**src/logic/cmpo_pkg.sv**
```systemverilog
// constants shared by the comparator output logic: register map, field positions,
// reset values, input select codes and filter timing.
// assumes a 20 MHz core clock and an 8-bit register port.
package cmpo_pkg;
    localparam int ADDR_W = 4;
    localparam int DATA_W = 8;
    localparam int PORT_W = 8;
    localparam int TMR_W = 16;
    localparam int SEL_W = 3;

    localparam logic [ADDR_W-1:0] REG_CTRL_A = 4'h0;
    localparam logic [ADDR_W-1:0] REG_CTRL_B = 4'h1;
    localparam logic [ADDR_W-1:0] REG_FLAG = 4'h2;
    localparam logic [ADDR_W-1:0] REG_IRQ_EN = 4'h3;
    localparam logic [ADDR_W-1:0] REG_ANALOG_SELECT_REG = 4'h4;
    localparam logic [ADDR_W-1:0] REG_DIR = 4'h5;
    localparam logic [ADDR_W-1:0] REG_PORT = 4'h6;
    localparam logic [ADDR_W-1:0] REG_TMR_CTL = 4'h7;
    localparam logic [ADDR_W-1:0] REG_TMR_LO = 4'h8;
    localparam logic [ADDR_W-1:0] REG_TMR_HI = 4'h9;

    // control_a fields
    localparam int CA_ON = 7;
    localparam int CA_OUT = 6;
    localparam int CA_POL = 4;
    localparam int CA_ZLF = 3;
    localparam int CA_SP = 2;
    localparam int CA_HYS = 1;
    localparam int CA_SYNC = 0;
    localparam logic [DATA_W-1:0] CA_WR_MASK = 8'hbf;
    localparam logic [DATA_W-1:0] CA_RESET = 8'h04;

    // control_b fields
    localparam int CB_INTP = 7;
    localparam int CB_INTN = 6;
    localparam int CB_NCH_LSB = 3;
    localparam int CB_PCH_LSB = 0;
    localparam logic [DATA_W-1:0] CB_RESET = 8'h00;

    localparam int FLAG_BIT = 0;
    localparam int TC_ON = 0;
    localparam int TC_GATE = 1;
    localparam int TC_PRESC = 2;
    localparam logic [DATA_W-1:0] ZERO_BYTE = 8'h00;
    localparam logic [DATA_W-1:0] ONES_BYTE = 8'hff;

    // plus input select codes
    localparam logic [SEL_W-1:0] PCH_PIN = 3'h0;
    localparam logic [SEL_W-1:0] PCH_DAC = 3'h1;
    localparam logic [SEL_W-1:0] PCH_FREF = 3'h2;
    localparam logic [SEL_W-1:0] PCH_GND = 3'h3;
    // minus input select codes; pin one is shared with the op-amp output
    localparam logic [SEL_W-1:0] NCH_PIN0 = 3'h0;
    localparam logic [SEL_W-1:0] NCH_PIN1 = 3'h1;
    localparam logic [SEL_W-1:0] NCH_FREF = 3'h2;
    localparam logic [SEL_W-1:0] NCH_AGND = 3'h3;
    localparam logic [SEL_W-1:0] SEL_NONE = 3'h0;

    localparam int CLK_PERIOD_NS = 50;
    localparam int FILTER_NS = 20;
    localparam int FILTER_CYC_RAW = (FILTER_NS + CLK_PERIOD_NS - 1) / CLK_PERIOD_NS;
    localparam int FILTER_CYC = (FILTER_CYC_RAW < 1) ? 1 : FILTER_CYC_RAW;
endpackage : cmpo_pkg

```
**src/logic/cmpo_filter.sv**
```systemverilog
// zero-latency glitch filter: passes a transition at once, then holds it.
// assumes d is already synchronous to core_clk.
`timescale 1ns/10ps
module cmpo_filter #(
    parameter int HOLD = cmpo_pkg::FILTER_CYC
) (
    input wire logic core_clk,
    input wire logic srst,
    input wire logic en,
    input wire logic d,
    output logic q_r
);
    import cmpo_pkg::*;

    localparam int CNT_W = $clog2(HOLD + 1);
    localparam logic [CNT_W-1:0] HOLD_C = CNT_W'(HOLD);

    logic [CNT_W-1:0] hold_r;

    always_ff @(posedge core_clk) begin
        if (srst) begin
            q_r <= 1'b0;
            hold_r <= '0;
        end else if (!en) begin
            q_r <= d;
            hold_r <= '0;
        end else if (hold_r != '0) begin
            // a reversal during the hold waits for the hold to end; one gone by then is dropped
            hold_r <= hold_r - 1'b1;
        end else if (d != q_r) begin
            q_r <= d;
            hold_r <= HOLD_C;
        end
    end

    AST_FILTER_HOLD: assert property (@(posedge core_clk) disable iff (srst)
        en && $past(en) && $changed(q_r) && !$past(srst) |=> $stable(q_r))
        else $error("filter output reversed inside hold time");
endmodule : cmpo_filter

```
**src/logic/cmpo_top.sv**
```systemverilog
// comparator output logic: polarity, glitch filter, timer-clock sync, gate timer,
// edge interrupt flag, input select steering and port read masking.
// assumes the analog result and timer clock pins are asynchronous to core_clk.
//
// What this block does
// - output is plus-above-minus, complemented when output_invert is set
// - speed_select resets to one (normal speed), zero selects low power
// - hysteresis_enable drives the analog hysteresis control
// - result offered as gate source of the gate timer
// - with timer_sync_enable, latch result on timer clock falling edge
// - with prescaler in use, latch on the prescaled clock instead
// - gate timer counts only on the rising edge of its clock
// - enabled rising or falling output edge sets compare_irq_flag
// - software clears the flag; a same-cycle edge keeps it set
// - toggling invert or enable moves the output and may fire edges
// - plus_input_select routes pin, DAC, fixed_reference or ground
// - comparator off disconnects all inputs regardless of selects
// - minus_input_select routes pins, fixed_reference or analog ground
// - shared pin with enabled op-amp feeds op-amp output to minus input
// - glitch filter blocks a reversal for one 50 ns clock cycle (20 ns rounded up) after a transition
// - port read returns zero for pins selected as analog
// - internal output and pin output both registered each instruction cycle
//
// The register addresses and the plain strobed port were chosen for this implementation.
`timescale 1ns/10ps
module cmpo_top #(
    parameter int TMR_WIDTH = cmpo_pkg::TMR_W
) (
    input wire logic core_clk,
    input wire logic srst,
    input wire logic [cmpo_pkg::ADDR_W-1:0] reg_addr,
    input wire logic [cmpo_pkg::DATA_W-1:0] reg_wdata,
    input wire logic reg_wr,
    input wire logic reg_rd,
    output logic [cmpo_pkg::DATA_W-1:0] reg_rdata_r,
    input wire logic analog_compare,
    input wire logic tmr_src_clk,
    input wire logic tmr_presc_clk,
    input wire logic opamp_enabled,
    input wire logic [cmpo_pkg::PORT_W-1:0] port_pins,
    output logic cmp_pin_out_r,
    output logic cmp_gate_r,
    output logic compare_irq_r,
    output logic speed_select_r,
    output logic hysteresis_enable_r,
    output logic inputs_connect_r,
    output logic [cmpo_pkg::SEL_W-1:0] plus_route_r,
    output logic [cmpo_pkg::SEL_W-1:0] minus_route_r,
    output logic minus_from_opamp_r,
    output logic [cmpo_pkg::PORT_W-1:0] dir_r
);
    import cmpo_pkg::*;

    logic [DATA_W-1:0] ctrl_a_r;
    logic [DATA_W-1:0] ctrl_b_r;
    logic [PORT_W-1:0] analog_select_reg_r;
    logic [DATA_W-1:0] tmr_ctl_r;
    logic irq_en_r;
    logic flag_r;
    logic [TMR_WIDTH-1:0] tmr_cnt_r;

    // three-stage synchronisers; only stages two and three are looked at
    logic [2:0] cmp_sync_r;
    logic [2:0] tsrc_sync_r;
    logic [2:0] tpre_sync_r;
    logic [PORT_W-1:0] port_s1_r;
    logic [PORT_W-1:0] port_s2_r;
    logic [PORT_W-1:0] port_s3_r;
    logic [PORT_W-1:0] port_stable_r;
    logic cmp_stable_r;
    logic tsrc_stable_r;
    logic tpre_stable_r;

    logic sync_latch_r;
    logic output_state_r;
    logic prev_state_r;

    logic comp_on;
    logic presc_used;
    logic tclk_level;
    logic tclk_agree;
    logic tclk_prev;
    logic tclk_fall;
    logic tclk_rise;
    logic cmp_level;
    logic pol_level;
    logic filt_q;
    logic sync_sel;
    logic rise_evt;
    logic fall_evt;
    logic set_flag;
    logic clr_flag;

    function automatic logic agreed(input logic [2:0] s, input logic old);
        return (s[1] == s[2]) ? s[1] : old;
    endfunction : agreed

    function automatic logic hit(input logic [ADDR_W-1:0] a, input logic [ADDR_W-1:0] r);
        return a == r;
    endfunction : hit

    assign comp_on = ctrl_a_r[CA_ON];
    assign presc_used = tmr_ctl_r[TC_PRESC];

    // register writes
    always_ff @(posedge core_clk) begin
        if (srst) begin
            ctrl_a_r <= CA_RESET;
            ctrl_b_r <= CB_RESET;
            analog_select_reg_r <= ONES_BYTE;
            dir_r <= ONES_BYTE;
            irq_en_r <= 1'b0;
            tmr_ctl_r <= ZERO_BYTE;
        end else if (reg_wr) begin
            if (hit(reg_addr, REG_CTRL_A)) begin
                ctrl_a_r <= reg_wdata & CA_WR_MASK;
            end
            if (hit(reg_addr, REG_CTRL_B)) begin
                ctrl_b_r <= reg_wdata;
            end
            if (hit(reg_addr, REG_ANALOG_SELECT_REG)) begin
                analog_select_reg_r <= reg_wdata;
            end
            if (hit(reg_addr, REG_DIR)) begin
                dir_r <= reg_wdata;
            end
            if (hit(reg_addr, REG_IRQ_EN)) begin
                irq_en_r <= reg_wdata[FLAG_BIT];
            end
            if (hit(reg_addr, REG_TMR_CTL)) begin
                tmr_ctl_r <= reg_wdata;
            end
        end
    end

    // register reads, data one cycle after the strobe; unmapped reads as zero
    always_ff @(posedge core_clk) begin
        if (srst) begin
            reg_rdata_r <= ZERO_BYTE;
        end else if (reg_rd) begin
            unique case (reg_addr)
                REG_CTRL_A: begin
                    reg_rdata_r <= (ctrl_a_r & CA_WR_MASK) | (DATA_W'(output_state_r) << CA_OUT);
                end
                REG_CTRL_B: reg_rdata_r <= ctrl_b_r;
                REG_FLAG: reg_rdata_r <= DATA_W'(flag_r);
                REG_IRQ_EN: reg_rdata_r <= DATA_W'(irq_en_r);
                REG_ANALOG_SELECT_REG: reg_rdata_r <= analog_select_reg_r;
                REG_DIR: reg_rdata_r <= dir_r;
                REG_PORT: reg_rdata_r <= port_stable_r & ~analog_select_reg_r;
                REG_TMR_CTL: reg_rdata_r <= tmr_ctl_r;
                REG_TMR_LO: reg_rdata_r <= tmr_cnt_r[DATA_W-1:0];
                REG_TMR_HI: reg_rdata_r <= tmr_cnt_r[TMR_WIDTH-1:TMR_WIDTH-DATA_W];
                default: reg_rdata_r <= ZERO_BYTE;
            endcase
        end else begin
            reg_rdata_r <= ZERO_BYTE;
        end
    end

    // pin synchronisers
    always_ff @(posedge core_clk) begin
        if (srst) begin
            cmp_sync_r <= 3'h0;
            tsrc_sync_r <= 3'h0;
            tpre_sync_r <= 3'h0;
            cmp_stable_r <= 1'b0;
            tsrc_stable_r <= 1'b0;
            tpre_stable_r <= 1'b0;
        end else begin
            cmp_sync_r <= {cmp_sync_r[1:0], analog_compare};
            tsrc_sync_r <= {tsrc_sync_r[1:0], tmr_src_clk};
            tpre_sync_r <= {tpre_sync_r[1:0], tmr_presc_clk};
            cmp_stable_r <= agreed(cmp_sync_r, cmp_stable_r);
            tsrc_stable_r <= agreed(tsrc_sync_r, tsrc_stable_r);
            tpre_stable_r <= agreed(tpre_sync_r, tpre_stable_r);
        end
    end

    always_ff @(posedge core_clk) begin
        if (srst) begin
            port_s1_r <= ZERO_BYTE;
            port_s2_r <= ZERO_BYTE;
            port_s3_r <= ZERO_BYTE;
            port_stable_r <= ZERO_BYTE;
        end else begin
            port_s1_r <= port_pins;
            port_s2_r <= port_s1_r;
            port_s3_r <= port_s2_r;
            for (int i = 0; i < PORT_W; i++) begin
                if (port_s2_r[i] == port_s3_r[i]) begin
                    port_stable_r[i] <= port_s2_r[i];
                end
            end
        end
    end

    // timer clock edge: prescaled clock when the prescaler is used
    always_comb begin
        if (presc_used) begin
            tclk_level = tpre_sync_r[1];
            tclk_agree = tpre_sync_r[1] == tpre_sync_r[2];
            tclk_prev = tpre_stable_r;
        end else begin
            tclk_level = tsrc_sync_r[1];
            tclk_agree = tsrc_sync_r[1] == tsrc_sync_r[2];
            tclk_prev = tsrc_stable_r;
        end
    end
    assign tclk_fall = tclk_agree && tclk_prev && !tclk_level;
    assign tclk_rise = tclk_agree && !tclk_prev && tclk_level;

    // comparator off forces the result low before polarity, so toggling moves it
    assign cmp_level = comp_on & cmp_stable_r;
    assign pol_level = cmp_level ^ ctrl_a_r[CA_POL];

    cmpo_filter #(
        .HOLD(FILTER_CYC)
    ) u_filter (
        .core_clk(core_clk),
        .srst(srst),
        .en(ctrl_a_r[CA_ZLF]),
        .d(pol_level),
        .q_r(filt_q)
    );

    // latch on the timer clock falling edge, opposite to the count edge
    always_ff @(posedge core_clk) begin
        if (srst) begin
            sync_latch_r <= 1'b0;
        end else if (tclk_fall) begin
            sync_latch_r <= filt_q;
        end
    end
    assign sync_sel = ctrl_a_r[CA_SYNC] ? sync_latch_r : filt_q;

    // registered once per cycle for internal users and the pin output
    always_ff @(posedge core_clk) begin
        if (srst) begin
            output_state_r <= 1'b0;
            prev_state_r <= 1'b0;
            cmp_pin_out_r <= 1'b0;
            cmp_gate_r <= 1'b0;
        end else begin
            output_state_r <= sync_sel;
            prev_state_r <= output_state_r;
            cmp_pin_out_r <= sync_sel & comp_on;
            cmp_gate_r <= sync_sel;
        end
    end

    // gate timer: counts on rising edges while its gate allows
    always_ff @(posedge core_clk) begin
        if (srst) begin
            tmr_cnt_r <= '0;
        end else if (reg_wr && hit(reg_addr, REG_TMR_LO)) begin
            tmr_cnt_r <= '0;
        end else if (tmr_ctl_r[TC_ON] && tclk_rise && (!tmr_ctl_r[TC_GATE] || cmp_gate_r)) begin
            tmr_cnt_r <= tmr_cnt_r + 1'b1;
        end
    end

    // edge detectors and sticky flag; set beats clear
    assign rise_evt = output_state_r && !prev_state_r && ctrl_b_r[CB_INTP];
    assign fall_evt = !output_state_r && prev_state_r && ctrl_b_r[CB_INTN];
    assign set_flag = rise_evt || fall_evt;
    assign clr_flag = reg_wr && hit(reg_addr, REG_FLAG) && reg_wdata[FLAG_BIT];

    always_ff @(posedge core_clk) begin
        if (srst) begin
            flag_r <= 1'b0;
            compare_irq_r <= 1'b0;
        end else begin
            if (set_flag) begin
                flag_r <= 1'b1;
            end else if (clr_flag) begin
                flag_r <= 1'b0;
            end
            // irq_en_r gates the request here; the global enable lives in the interrupt controller
            compare_irq_r <= flag_r && irq_en_r;
        end
    end

    // analog controls and input routing
    always_ff @(posedge core_clk) begin
        if (srst) begin
            speed_select_r <= 1'b1;
            hysteresis_enable_r <= 1'b0;
            inputs_connect_r <= 1'b0;
            plus_route_r <= SEL_NONE;
            minus_route_r <= SEL_NONE;
            minus_from_opamp_r <= 1'b0;
        end else begin
            speed_select_r <= ctrl_a_r[CA_SP];
            hysteresis_enable_r <= ctrl_a_r[CA_HYS];
            inputs_connect_r <= comp_on;
            plus_route_r <= comp_on ? ctrl_b_r[CB_PCH_LSB +: SEL_W] : SEL_NONE;
            minus_route_r <= comp_on ? ctrl_b_r[CB_NCH_LSB +: SEL_W] : SEL_NONE;
            minus_from_opamp_r <= comp_on && opamp_enabled
                && ctrl_b_r[CB_NCH_LSB +: SEL_W] == NCH_PIN1;
        end
    end

    AST_POLARITY: assert property (@(posedge core_clk) disable iff (srst)
        !ctrl_a_r[CA_ZLF] && !ctrl_a_r[CA_SYNC] ##1 !ctrl_a_r[CA_ZLF] && !ctrl_a_r[CA_SYNC]
        |=> output_state_r == ($past(cmp_level, 2) ^ $past(ctrl_a_r[CA_POL], 2)))
        else $error("output state does not follow polarity");
    AST_SPEED: assert property (@(posedge core_clk) disable iff (srst)
        speed_select_r == $past(ctrl_a_r[CA_SP]))
        else $error("speed select not driven from control");
    AST_HYST: assert property (@(posedge core_clk) disable iff (srst)
        reg_wr && hit(reg_addr, REG_CTRL_A) |=> ##1 hysteresis_enable_r == $past(reg_wdata[CA_HYS], 2))
        else $error("hysteresis control not applied");
    AST_SYNC_HOLD: assert property (@(posedge core_clk) disable iff (srst)
        ctrl_a_r[CA_SYNC] && !tclk_fall |=> $stable(sync_latch_r))
        else $error("sync latch moved without a timer clock fall");
    AST_TMR_RISE: assert property (@(posedge core_clk) disable iff (srst)
        !tclk_rise && !(reg_wr && hit(reg_addr, REG_TMR_LO)) |=> $stable(tmr_cnt_r))
        else $error("gate timer counted off its rising edge");
    AST_EDGE_SET: assert property (@(posedge core_clk) disable iff (srst)
        $rose(output_state_r) && ctrl_b_r[CB_INTP] |=> flag_r ##1 compare_irq_r == $past(irq_en_r))
        else $error("rising edge did not raise the flag");
    AST_SET_WINS: assert property (@(posedge core_clk) disable iff (srst)
        set_flag && clr_flag |=> flag_r)
        else $error("flag lost when edge met clear");
    AST_OFF_DISCONNECT: assert property (@(posedge core_clk) disable iff (srst)
        !comp_on |=> !inputs_connect_r && plus_route_r == SEL_NONE && minus_route_r == SEL_NONE)
        else $error("inputs left connected while off");
    AST_OPAMP: assert property (@(posedge core_clk) disable iff (srst)
        minus_from_opamp_r |-> $past(opamp_enabled) && minus_route_r == NCH_PIN1)
        else $error("op-amp steering without its conditions");
    AST_PORT_ANALOG: assert property (@(posedge core_clk) disable iff (srst)
        reg_rd && reg_addr == REG_PORT |=> (reg_rdata_r & $past(analog_select_reg_r)) == ZERO_BYTE)
        else $error("analog pin read as nonzero");

    COV_RISE_IRQ: cover property (@(posedge core_clk) disable iff (srst) rise_evt ##1 flag_r);
    COV_FALL_IRQ: cover property (@(posedge core_clk) disable iff (srst) fall_evt ##1 flag_r);
    COV_SYNC_LATCH: cover property (@(posedge core_clk) disable iff (srst)
        ctrl_a_r[CA_SYNC] && tclk_fall ##1 $changed(sync_latch_r));
    COV_SET_CLEAR: cover property (@(posedge core_clk) disable iff (srst) set_flag && clr_flag);
endmodule : cmpo_top

```
**config.mk**
```make
export PLATFORM = sky130hd
export DESIGN_NAME = cmpo_top
export DESIGN_NICKNAME = d
export VERILOG_FILES = /design/src/logic/cmpo_pkg.sv /design/src/logic/cmpo_filter.sv /design/src/logic/cmpo_top.sv
export SDC_FILE = /design/constraint.sdc
export NUM_CORES = 1
export LEC_CHECK = 0
export ABC_AREA = 1
export BUFFER_PORTS_ARGS = -buffer_cell sky130_fd_sc_hd__buf_2
export CAP_MARGIN = 20
export CELL_PAD_IN_SITES_DETAIL_PLACEMENT = 0
export CELL_PAD_IN_SITES_GLOBAL_PLACEMENT = 1
export CORE_MARGIN = 8
export CORE_UTILIZATION = 46
export DETAILED_ROUTE_END_ITERATION = 12
export MAX_ROUTING_LAYER = met4
export PLACE_DENSITY = 0.86
export SYNTH_ARGS = -nofsm -noshare
export SYNTH_HDL_FRONTEND = slang
export SYNTH_HIERARCHICAL = 1
export SYNTH_SLANG_ARGS = --single-unit
```
**constraint.sdc**
```tcl
create_clock -name core_clk -period 2.4 [get_ports core_clk]
set_clock_uncertainty 0.05 [all_clocks]
set_input_delay 0.12 -clock core_clk [delete_from_list [all_inputs] [get_ports core_clk]]
set_output_delay 0.12 -clock core_clk [all_outputs]
set_load 0.005 [all_outputs]
```
Word level (Yosys, flattened, before mapping)
Index checks and enable logic that the tools add are counted.
Widths: inputs -> output; s select.
{"block": "op_classes", "add_sub_neg": 2, "n_eq_ne": 24, "n_mux": 12, "bitwise": 9, "reduce_logical": 36}
{"operator": "$pmux 8 s10", "count": 1}
{"operator": "$add 16x1->16 const B", "count": 1}
{"operator": "$eq 4x3->1 const B", "count": 4}
{"operator": "$logic_and 1x1->1", "count": 16}
{"operator": "$reduce_and 2->1", "count": 7}
{"operator": "$eq 1x1->1", "count": 11}
{"operator": "$mux 1", "count": 11}
{"operator": "$and 8x8->8", "count": 1}
{"operator": "$eq 4x2->1 const B", "count": 2}
{"operator": "$eq 4x4->1 const B", "count": 2}
{"operator": "$not 8->8", "count": 1}
{"operator": "$or 8x7->8", "count": 1}
{"operator": "$reduce_or 2->1", "count": 4}
{"operator": "$logic_not 1->1", "count": 5}
{"operator": "$eq 4x1->1 const B", "count": 1}
{"operator": "$logic_not 4->1", "count": 1}
{"operator": "$eq 3x1->1 const B", "count": 1}
{"operator": "$not 1->1", "count": 3}
{"operator": "$and 1x1->1", "count": 2}
{"operator": "$logic_or 1x1->1", "count": 2}
{"operator": "$ne 2x1->1 const B", "count": 1}
{"operator": "$ne 2x2->1 const B", "count": 1}
{"operator": "$reduce_bool 2->1", "count": 1}
{"operator": "$ne 1x1->1", "count": 1}
{"operator": "2 further kinds", "count": 2}
{"block": "word_totals", "register_bits": 126, "input_bits": 28, "output_inout_bits": 29, "elab_cells": 122}

Logic depth before layout (Yosys ltp)
Gate-level depths: netlist of the first run.
{"block": "logic_depth", "depth_word": 6, "depth_mapped": 10, "mapped_depth_nobuf": 10}

By module
The synthesis of the first run kept the hierarchy.
{"mod": "cmpo_top", "n_inst": 1, "cells_each": 669, "area_each_um2": 5114.9, "seq_area_each_um2": 2482.4}
{"mod": "cmpo_filter", "n_inst": 1, "cells_each": 14, "area_each_um2": 91.3, "seq_area_each_um2": 40.0}

Worst setup path before layout of the first run
No wires, ideal clock.
{"block": "synth_timing", "kind": "register -> register", "from": "register tmr_cnt_r[0]", "to": "register tmr_cnt_r[12]", "setup_ns": 0.113, "t_arrival_ns": 1.137, "required_ns": 2.237, "path_slack_ns": 1.100, "stages_incl_launch_ff": 11, "n_path_buf": 0, "synth_period_minus_slack_ns": 1.300, "cell_sequence": "dfxtp_1 ha_1 nand2_1 inv_1 nand3_1 inv_1 nand2_1 nor2_1 nand2_1 nand2_1 nor2_1"}
{"block": "synth_via", "elab_chain_cells": 1}
{"item": "from (decl)", "line_no": "cmpo_top.sv:60", "source": "logic [TMR_WIDTH-1:0] tmr_cnt_r;"}
{"item": "from (signal assigned)", "line_no": "cmpo_top.sv:259", "source": "tmr_cnt_r <= tmr_cnt_r + 1'b1;"}
{"item": "$add 16x1->16", "line_no": "cmpo_top.sv:259"}
No other way between the ends.
A chain may end at the register's enable or synchronous reset.

Worst setup path after layout of the first run
{"block": "layout_timing", "from": "register tsrc_sync_r[1]", "to": "register tmr_cnt_r[8]"}
{"block": "layout_via", "elab_chain_cells": 6, "word_cells_on_any_way": 7, "classes_between": "eq/ne (1); mux (2); reduce/logical (4)"}
{"item": "from (decl)", "line_no": "cmpo_top.sv:64", "source": "logic [2:0] tsrc_sync_r;"}
{"item": "from (signal assigned)", "line_no": "cmpo_top.sv:172", "source": "tsrc_sync_r <= {tsrc_sync_r[1:0], tmr_src_clk};"}
{"item": "$eq 1x1->1", "line_no": "cmpo_top.sv:206", "source": "tclk_agree = tsrc_sync_r[1] == tsrc_sync_r[2];"}
{"item": "$mux 1", "line_no": "cmpo_top.sv:200", "source": "if (presc_used) begin"}
{"item": "$logic_and 1x1->1", "line_no": "cmpo_top.sv:211", "source": "assign tclk_rise = tclk_agree && !tclk_prev && tclk_level;"}
{"item": "$logic_and 1x1->1 (*)", "line_no": "cmpo_top.sv:211"}
{"item": "$logic_and 1x1->1 (*) (2 in series)", "line_no": "cmpo_top.sv:258", "source": "end else if (tmr_ctl_r[TC_ON] && tclk_rise && (!tmr_ctl_r[TC_GATE] || cmp_gate_r)) begin"}
Every way passes the cells marked *; elsewhere a longest branch is shown, timed or not.

==> results of run 1 <==
## through the flow
| stage | total power [µW] | cell area [µm²] | hold WS [ns] | std cells |
|---|---|---|---|---|
| after floorplan | 2330 | 5210 | 0.154 | 683 |
| after global placement | 2410 | 5560 | 0.273 | 865 |
| after detailed placement | 2420 | 5560 | 0.275 | 865 |
| after CTS | 4980 | 6330 | 0.000846 | 915 |
| after global routing | 5100 | 6330 | 0.00901 | 915 |
| final | 4940 | 6330 | 0.0167 | 915 |
## logic make-up (layout without fill, tap and decap cells)
logic type | count (synthesis) | after routing | synth area share, %
buffers and inverters | 121 | 210 | 9.61
AOI/OAI and AO/OA | 143 | 143 | 15.7
and+or+nand+nor | 285 | 285 | 24.8
xor gates and xnor gates | 7 | 7 | 1.18
DFF | 126 | 126 | 48.4
adders and majority gates | 1 | 1 | 0.240
## layout by cell type (no fill, tap or decap), types with 17 or more instances in the layout
master / count
a21oi_1: 53
buf_2: 56
clkbuf_16: 17
dfxtp_1: 126
dlygate4sd3_1: 18
inv_1: 92
nand2_1: 113
nand2_2: 18
nand3_1: 29
nor2_1: 98
o21ai_0: 28
o21ai_1: 23
## synthesized netlist by cell type (11+ instances only)
cell type | instances | area (µm²)
inv_1 | 92 | 345
nand2_1 | 113 | 424
dfxtp_1 | 126 | 2520
nand3_1 | 29 | 145
a21oi_1 | 53 | 265
o21ai_1 | 23 | 115
o21ai_0 | 28 | 140
nor2_1 | 98 | 368
nand2_2 | 18 | 113
nor2_4 | 11 | 124
o22ai_1 | 16 | 100
## metal layers
layer,up-vias,GRT usage (%)
met5,-,-
met4,0,8.99
met3,31,4.05
met2,129,30.7
met1,2101,24.8
li1,2331,-
## area by class of cell
type,instances,area share [%]
tap,143,2.82
sequential,126,39.8
clock buffer,19,7.15
multi-input combinational,436,34.5
inverter,102,6.04
timing repair buffer,76,7.51
clock inverter,13,2.19
## registers in the layout (all words and copies together) (netlist names), 3 cells and up
register             count
tpre_sync_r              3
port_s3_r                8
cmp_sync_r               3
port_stable_r            8
tmr_cnt_r               16
minus_route_r            3
ctrl_a_r                 7
tsrc_sync_r              3
port_s2_r                8
reg_rdata_r              8
port_s1_r                8
dir_r                    8
ctrl_b_r                 8
tmr_ctl_r                8
analog_select_reg_r      8
plus_route_r             3
## report_power, final
group          switching (µW)  internal (µW)
clock                     960           1580
sequential               18.1           2130
combinational             161           86.2
## worst max-delay path by stage
stage	from	to	slack, ns	depth (start not counted)
after floorplan	tmr_cnt_r[0]	tmr_cnt_r[12]	1.10	10
after global placement	reg_addr[3]	tmr_ctl_r[2]	0.72	7
after detailed placement	tsrc_sync_r[1]	tmr_cnt_r[3]	0.67	7
after CTS	tsrc_sync_r[1]	tmr_cnt_r[8]	0.68	7
after global routing	tsrc_sync_r[1]	tmr_cnt_r[3]	0.52	7
final	tsrc_sync_r[1]	tmr_cnt_r[8]	0.70	7
## worst max-delay path, delay by kind of cell (launching register included)
kind,cells,cell delay [ns]
buffers and inverters,1,0.06
and+or+nand+nor,5,0.99
DFF,1,0.39
AOI/OAI and AO/OA,1,0.08
## what timing repair did
item,4_1_cts,5_1_grt
hold buffers,18,0
gates resized for setup,0,0
endpoints found under the hold margin,31,0
==> impl_metrics.yaml, run 1 <==
logic_synthesis:
  avgSynthCellArea_um2: 7.62
  async_reset_ff_share_pct: 0
  syn-cell-area_mm2: 0.00521
  seq_area_frac_synth_pct: 48.4
  synth_cells: 683
  ys_warn_count: 6
  syn_nets: 712
  ys_ff_latch: 126
  yosysUniqueCellTypes: 32
  ys.flop_type: "dfxtp_1"
  synth_edf_count: 0
critical_path:
  max_stage_delay_ns: 0.45
  worstPathRequired_ns: 2.63
  ff2ff_setup_slack_ns: 0.70
  cp_max_fo: 13
  critPathSlowestCell: "nand3_1"
  rr_worst_depth: 7
  r2r-start: "tsrc_sync_r[1]"
  rr_endpoint: "tmr_cnt_r[8]"
  arrival_ns: 1.93
  criticalPathCategory: "register to register"
  worst_path_most_repeated_cell: "nand2_1"
  cp_cell_sequence: "inv_2, nand2_1, nand3_1, nand2_1, nand3_1, nand2_1, a21oi_2"
  setup.worst_path.start_class: "register"
  worst_setup_path_end_kind: "register"
grt:
  grt_pass1_wl_um: 22200
  groute.usage.overall_pct: 19.9
  gr-total-overflow: 0
  grt_pass1_vias: 4341
  grt_max_degree: 58
  antenna_found_initial: 0
floorplanning:
  pin_count: 57
  die-height_um: 122
  core_mm2: 0.0112
  dieArea_mm2: 0.0150
  fp.dieW_um: 122
  rows: 39
  start_util_pct: 46.4
worst_hold_path:
  hold_class: "primary input to register"
  hold_end: "tmr_ctl_r[1]"
  hold_start: "reg_wdata[1]"
  whs_path_depth: 3
timing:
  finalSetupViolCount: 0
  finalHoldViolCount: 0
  rsz0062_at_grt: "false"
  period_minus_slack_ns: 1.70
  period_share_pct: 71.0
  fmax_ghz: 0.587
  fin_ws_ns: 0.697
  tns_ns: 0
  maxSlewViolCount: 0
  slew_headroom_pct: 57.8
  tightest_slew_ns: 0.632
placed_design:
  gp_congestion: 0.931
  pre_cts_ws_ns: 0.674
  post-dp-hpwl_um: 9970
  portBuffers: 56
routing:
  routed_wl_um: 14000
  drt_iter0_drc: 376
  vias: 4592
  viasPerCell: 5.02
  wl_met1_um: 6330
  firstDrtPassIters: 5
  top_layer: "met4"
  met2WireLength_um: 6530
  wl_met3_um: 805
  ant_nets: 0
  drc: 0
  wl_per_cell_um: 15.3
cts:
  h-tree-depth: 4
  numCtsBuffers: 17
  clock_latency_ns: 0.42
  clk_pin_slew_ns: 0.06
  cts.sinks: 126
  cts_setup_buffers: 0
  clk_path_buf_depth: 2
  cts_tree: "yes"
  root_buffer: "clkbuf_16"
flow_run:
  maxCapViolCount: 0
layout:
  multi_input_area_mm2: 0.00218
  drive_above_1_share_pct: 18.9
  fillers: 1044
  ff_latch_area_mm2: 0.00252
  num_antenna_cells: 0
  syn_to_final_growth_pct: 21.7
  nets: 788
  utilization_pct: 56.4
power_and_ir_drop:
  leakage_uw: 0.00261
  ir_drop_mv: 0.549
  p_per_area_mw_per_mm2: 780
status:
  status: "complete, no violations"
No activity file was read; power rests on OpenSTA's default activity.
==> run 2: changes to the inputs <==
--- a/config.mk
+++ b/config.mk
@@ -11,10 +11,10 @@
 export CELL_PAD_IN_SITES_DETAIL_PLACEMENT = 0
 export CELL_PAD_IN_SITES_GLOBAL_PLACEMENT = 1
 export CORE_MARGIN = 8
-export CORE_UTILIZATION = 46
+export CORE_UTILIZATION = 38
 export DETAILED_ROUTE_END_ITERATION = 12
 export MAX_ROUTING_LAYER = met4
-export PLACE_DENSITY = 0.86
+export PLACE_DENSITY = 0.76
 export SYNTH_ARGS = -nofsm -noshare
 export SYNTH_HDL_FRONTEND = slang
 export SYNTH_HIERARCHICAL = 1
==> constraint.sdc (replaced) <==
create_clock -name core_clk -period 1.56 [get_ports core_clk]
set_clock_uncertainty 0.05 [all_clocks]
set_input_delay 0.078 -clock core_clk [delete_from_list [all_inputs] [get_ports core_clk]]
set_output_delay 0.078 -clock core_clk [all_outputs]
set_load 0.005 [all_outputs]
==> run 2 against run 1 <==
Against the previous run:
- sequential share of layout area down 1.8 points
- critical path depth unchanged
- clock-buffer cell count up 1
- worst setup slack worse by 0.59 ns
- register-to-register slack worse by 0.59 ns
- critical endpoint unchanged
==> impl_metrics.yaml, run 2 (same netlist as run 1, synthesis figures left out) <==
status:
  status: "complete, no violations"
worst_hold_path:
  hold_class: "primary input to register"
  hold_start: "reg_rd"
  whs_path_depth: 3
  hold_end: "reg_rdata_r[7]"
routing:
  vias: 4730
  firstDrtPassIters: 6
  drc: 0
  wl_per_cell_um: 14.9
  ant_nets: 0
  routed_wl_um: 14600
  viasPerCell: 4.83
  drt_iter0_drc: 370
grt:
  groute.usage.overall_pct: 17.5
  grt_pass1_vias: 4578
  antenna_found_initial: 1
  grt_pass1_wl_um: 23600
  gr-total-overflow: 0
  grt_max_degree: 37
critical_path:
  criticalPathCategory: "register to register"
  r2r-start: "tmr_ctl_r[2]"
  rr_endpoint: "tmr_cnt_r[8]"
  worstPathRequired_ns: 1.87
  max_stage_delay_ns: 0.37
  rr_worst_depth: 7
  setup.worst_path.start_class: "register"
  cp_max_fo: 13
  critPathSlowestCell: "dfxtp_4"
  crit_family: "compound AO/OA/AOI/OAI gates"
  cp_cell_sequence: "o21ai_1, nor2_4, buf_4, nand3_1, buf_4, nand2_1, a21oi_2"
  worst_path_most_repeated_cell: "buf_4"
  arrival_ns: 1.77
  worst-path-stages: 7
  worst_setup_path_end_kind: "register"
  worst-path-buf-inv: 2
  ff2ff_setup_slack_ns: 0.10
cts:
  h-tree-depth: 4
  clk_path_buf_depth: 2
  numCtsBuffers: 17
  clock_latency_ns: 0.42
  cts_tree: "yes"
  root_buffer: "clkbuf_16"
  cts.sinks: 126
  clk_pin_slew_ns: 0.06
timing:
  finalSetupViolCount: 0
  period_share_pct: 93.3
  slew_headroom_pct: 72.3
  maxSlewViolCount: 0
  period_minus_slack_ns: 1.46
  tightest_slew_ns: 0.415
  fmax_ghz: 0.687
  finalHoldViolCount: 0
  tns_ns: 0
layout:
  utilization_pct: 50.1
  top_register: "tmr_cnt_r"
  layout_commonest_cell: "dfxtp_1"
  drive_above_1_share_pct: 21.8
  largest_reg_flops: 16
  final_cell_mix: "dfxtp_1 (123), nand2_1 (113), nor2_1 (97), inv_1 (92), buf_2 (56)"
  design_area_mm2: 0.00666
  syn_to_final_growth_pct: 27.9
  nets: 820
floorplanning:
  pin_count: 57
  rows: 42
  fp.dieW_um: 133
  core_mm2: 0.0133
  dieArea_mm2: 0.0177
  die-height_um: 133
  start_util_pct: 39.2
placed_design:
  portBuffers: 56
  post-dp-hpwl_um: 11000
  gp_congestion: 0.915
  place_area_mm2: 0.00582
power_and_ir_drop:
  ir_drop_mv: 0.775
  p_per_area_mw_per_mm2: 1160
  leakage_uw: 0.00278
flow_run:
  maxCapViolCount: 0
[run 2: cell types whose count changed in the layout (fill, tap and decap cells not counted), moves of 2 or more]
cell           delta
dfxtp_2           +2
buf_4            +27
dlygate4sd3_1     +4
dfxtp_1           -3
[run 2: metal layers]
layer	global-route usage, %	vias up	part of all wire [%]	wire length (µm)
met4	6.69	0	2.1	312
met1	20.8	2170	45	6630
met3	5.60	26	6.3	916
met2	27.1	144	46	6770
met5	-	-	0	0
li1	-	2390	-	-
[run 2: how the worst max path moves through the flow]
stage,start,end
6_report,tmr_ctl_r[2],tmr_cnt_r[8]
5_1_grt,tpre_sync_r[1],tmr_cnt_r[13]
4_1_cts,tpre_sync_r[1],tmr_cnt_r[13]
3_5_place_dp,tmr_ctl_r[2],tmr_cnt_r[13]
3_3_place_gp,tmr_ctl_r[2],tmr_cnt_r[13]
2_1_floorplan,tmr_cnt_r[0],tmr_cnt_r[12]
[run 2: per-stage QoR]
| stage | setup WS [ns] | hold WS [ns] | instances | power (µW) |
|---|---|---|---|---|
| floorplan | 0.260 | 0.112 | 683 | 3590 |
| global placement | 0.0496 | 0.227 | 925 | 3750 |
| detailed placement | -0.00572 | 0.235 | 925 | 3750 |
| CTS | 0.0722 | 0.0547 | 977 | 7790 |
| global route | -0.00438 | 0.0831 | 979 | 8030 |
| finish | 0.105 | 0.0715 | 979 | 7730 |
[run 2: power by group]
| part | internal (µW) | switching (µW) |
|---|---|---|
| combinational | 162 | 257 |
| clock | 2580 | 1430 |
| sequential | 3280 | 28.0 |
[run 2: cell type report]
type | instances | area, µm²
Multi-Input combinational cell | 436 | 2190
Timing Repair Buffer | 108 | 738
Fill cell | 1337 | 6640
Antenna cell | 1 | 2.50
Inverter | 102 | 383
Sequential cell | 126 | 2530
Clock inverter | 10 | 139
Clock buffer | 20 | 457
Tap cell | 176 | 220
[run 2: what timing repair did]
item / in CTS / in global routing
hold buffers: 22 / 0
resized for setup: 1 / 5
endpoints found under the setup margin: 3 / 13
buffers inserted: 0 / 1
pin swaps: 0 / 1
hold endpoints to repair: 46 / 0
[run 2: worst register-to-register path, cell delays in order, from the launching register on]
cell and delay [ns]:
dfxtp_4 0.37, o21ai_1 0.28, nor2_4 0.06, buf_4 0.15
nand3_1 0.06, buf_4 0.20, nand2_1 0.09, a21oi_2 0.14
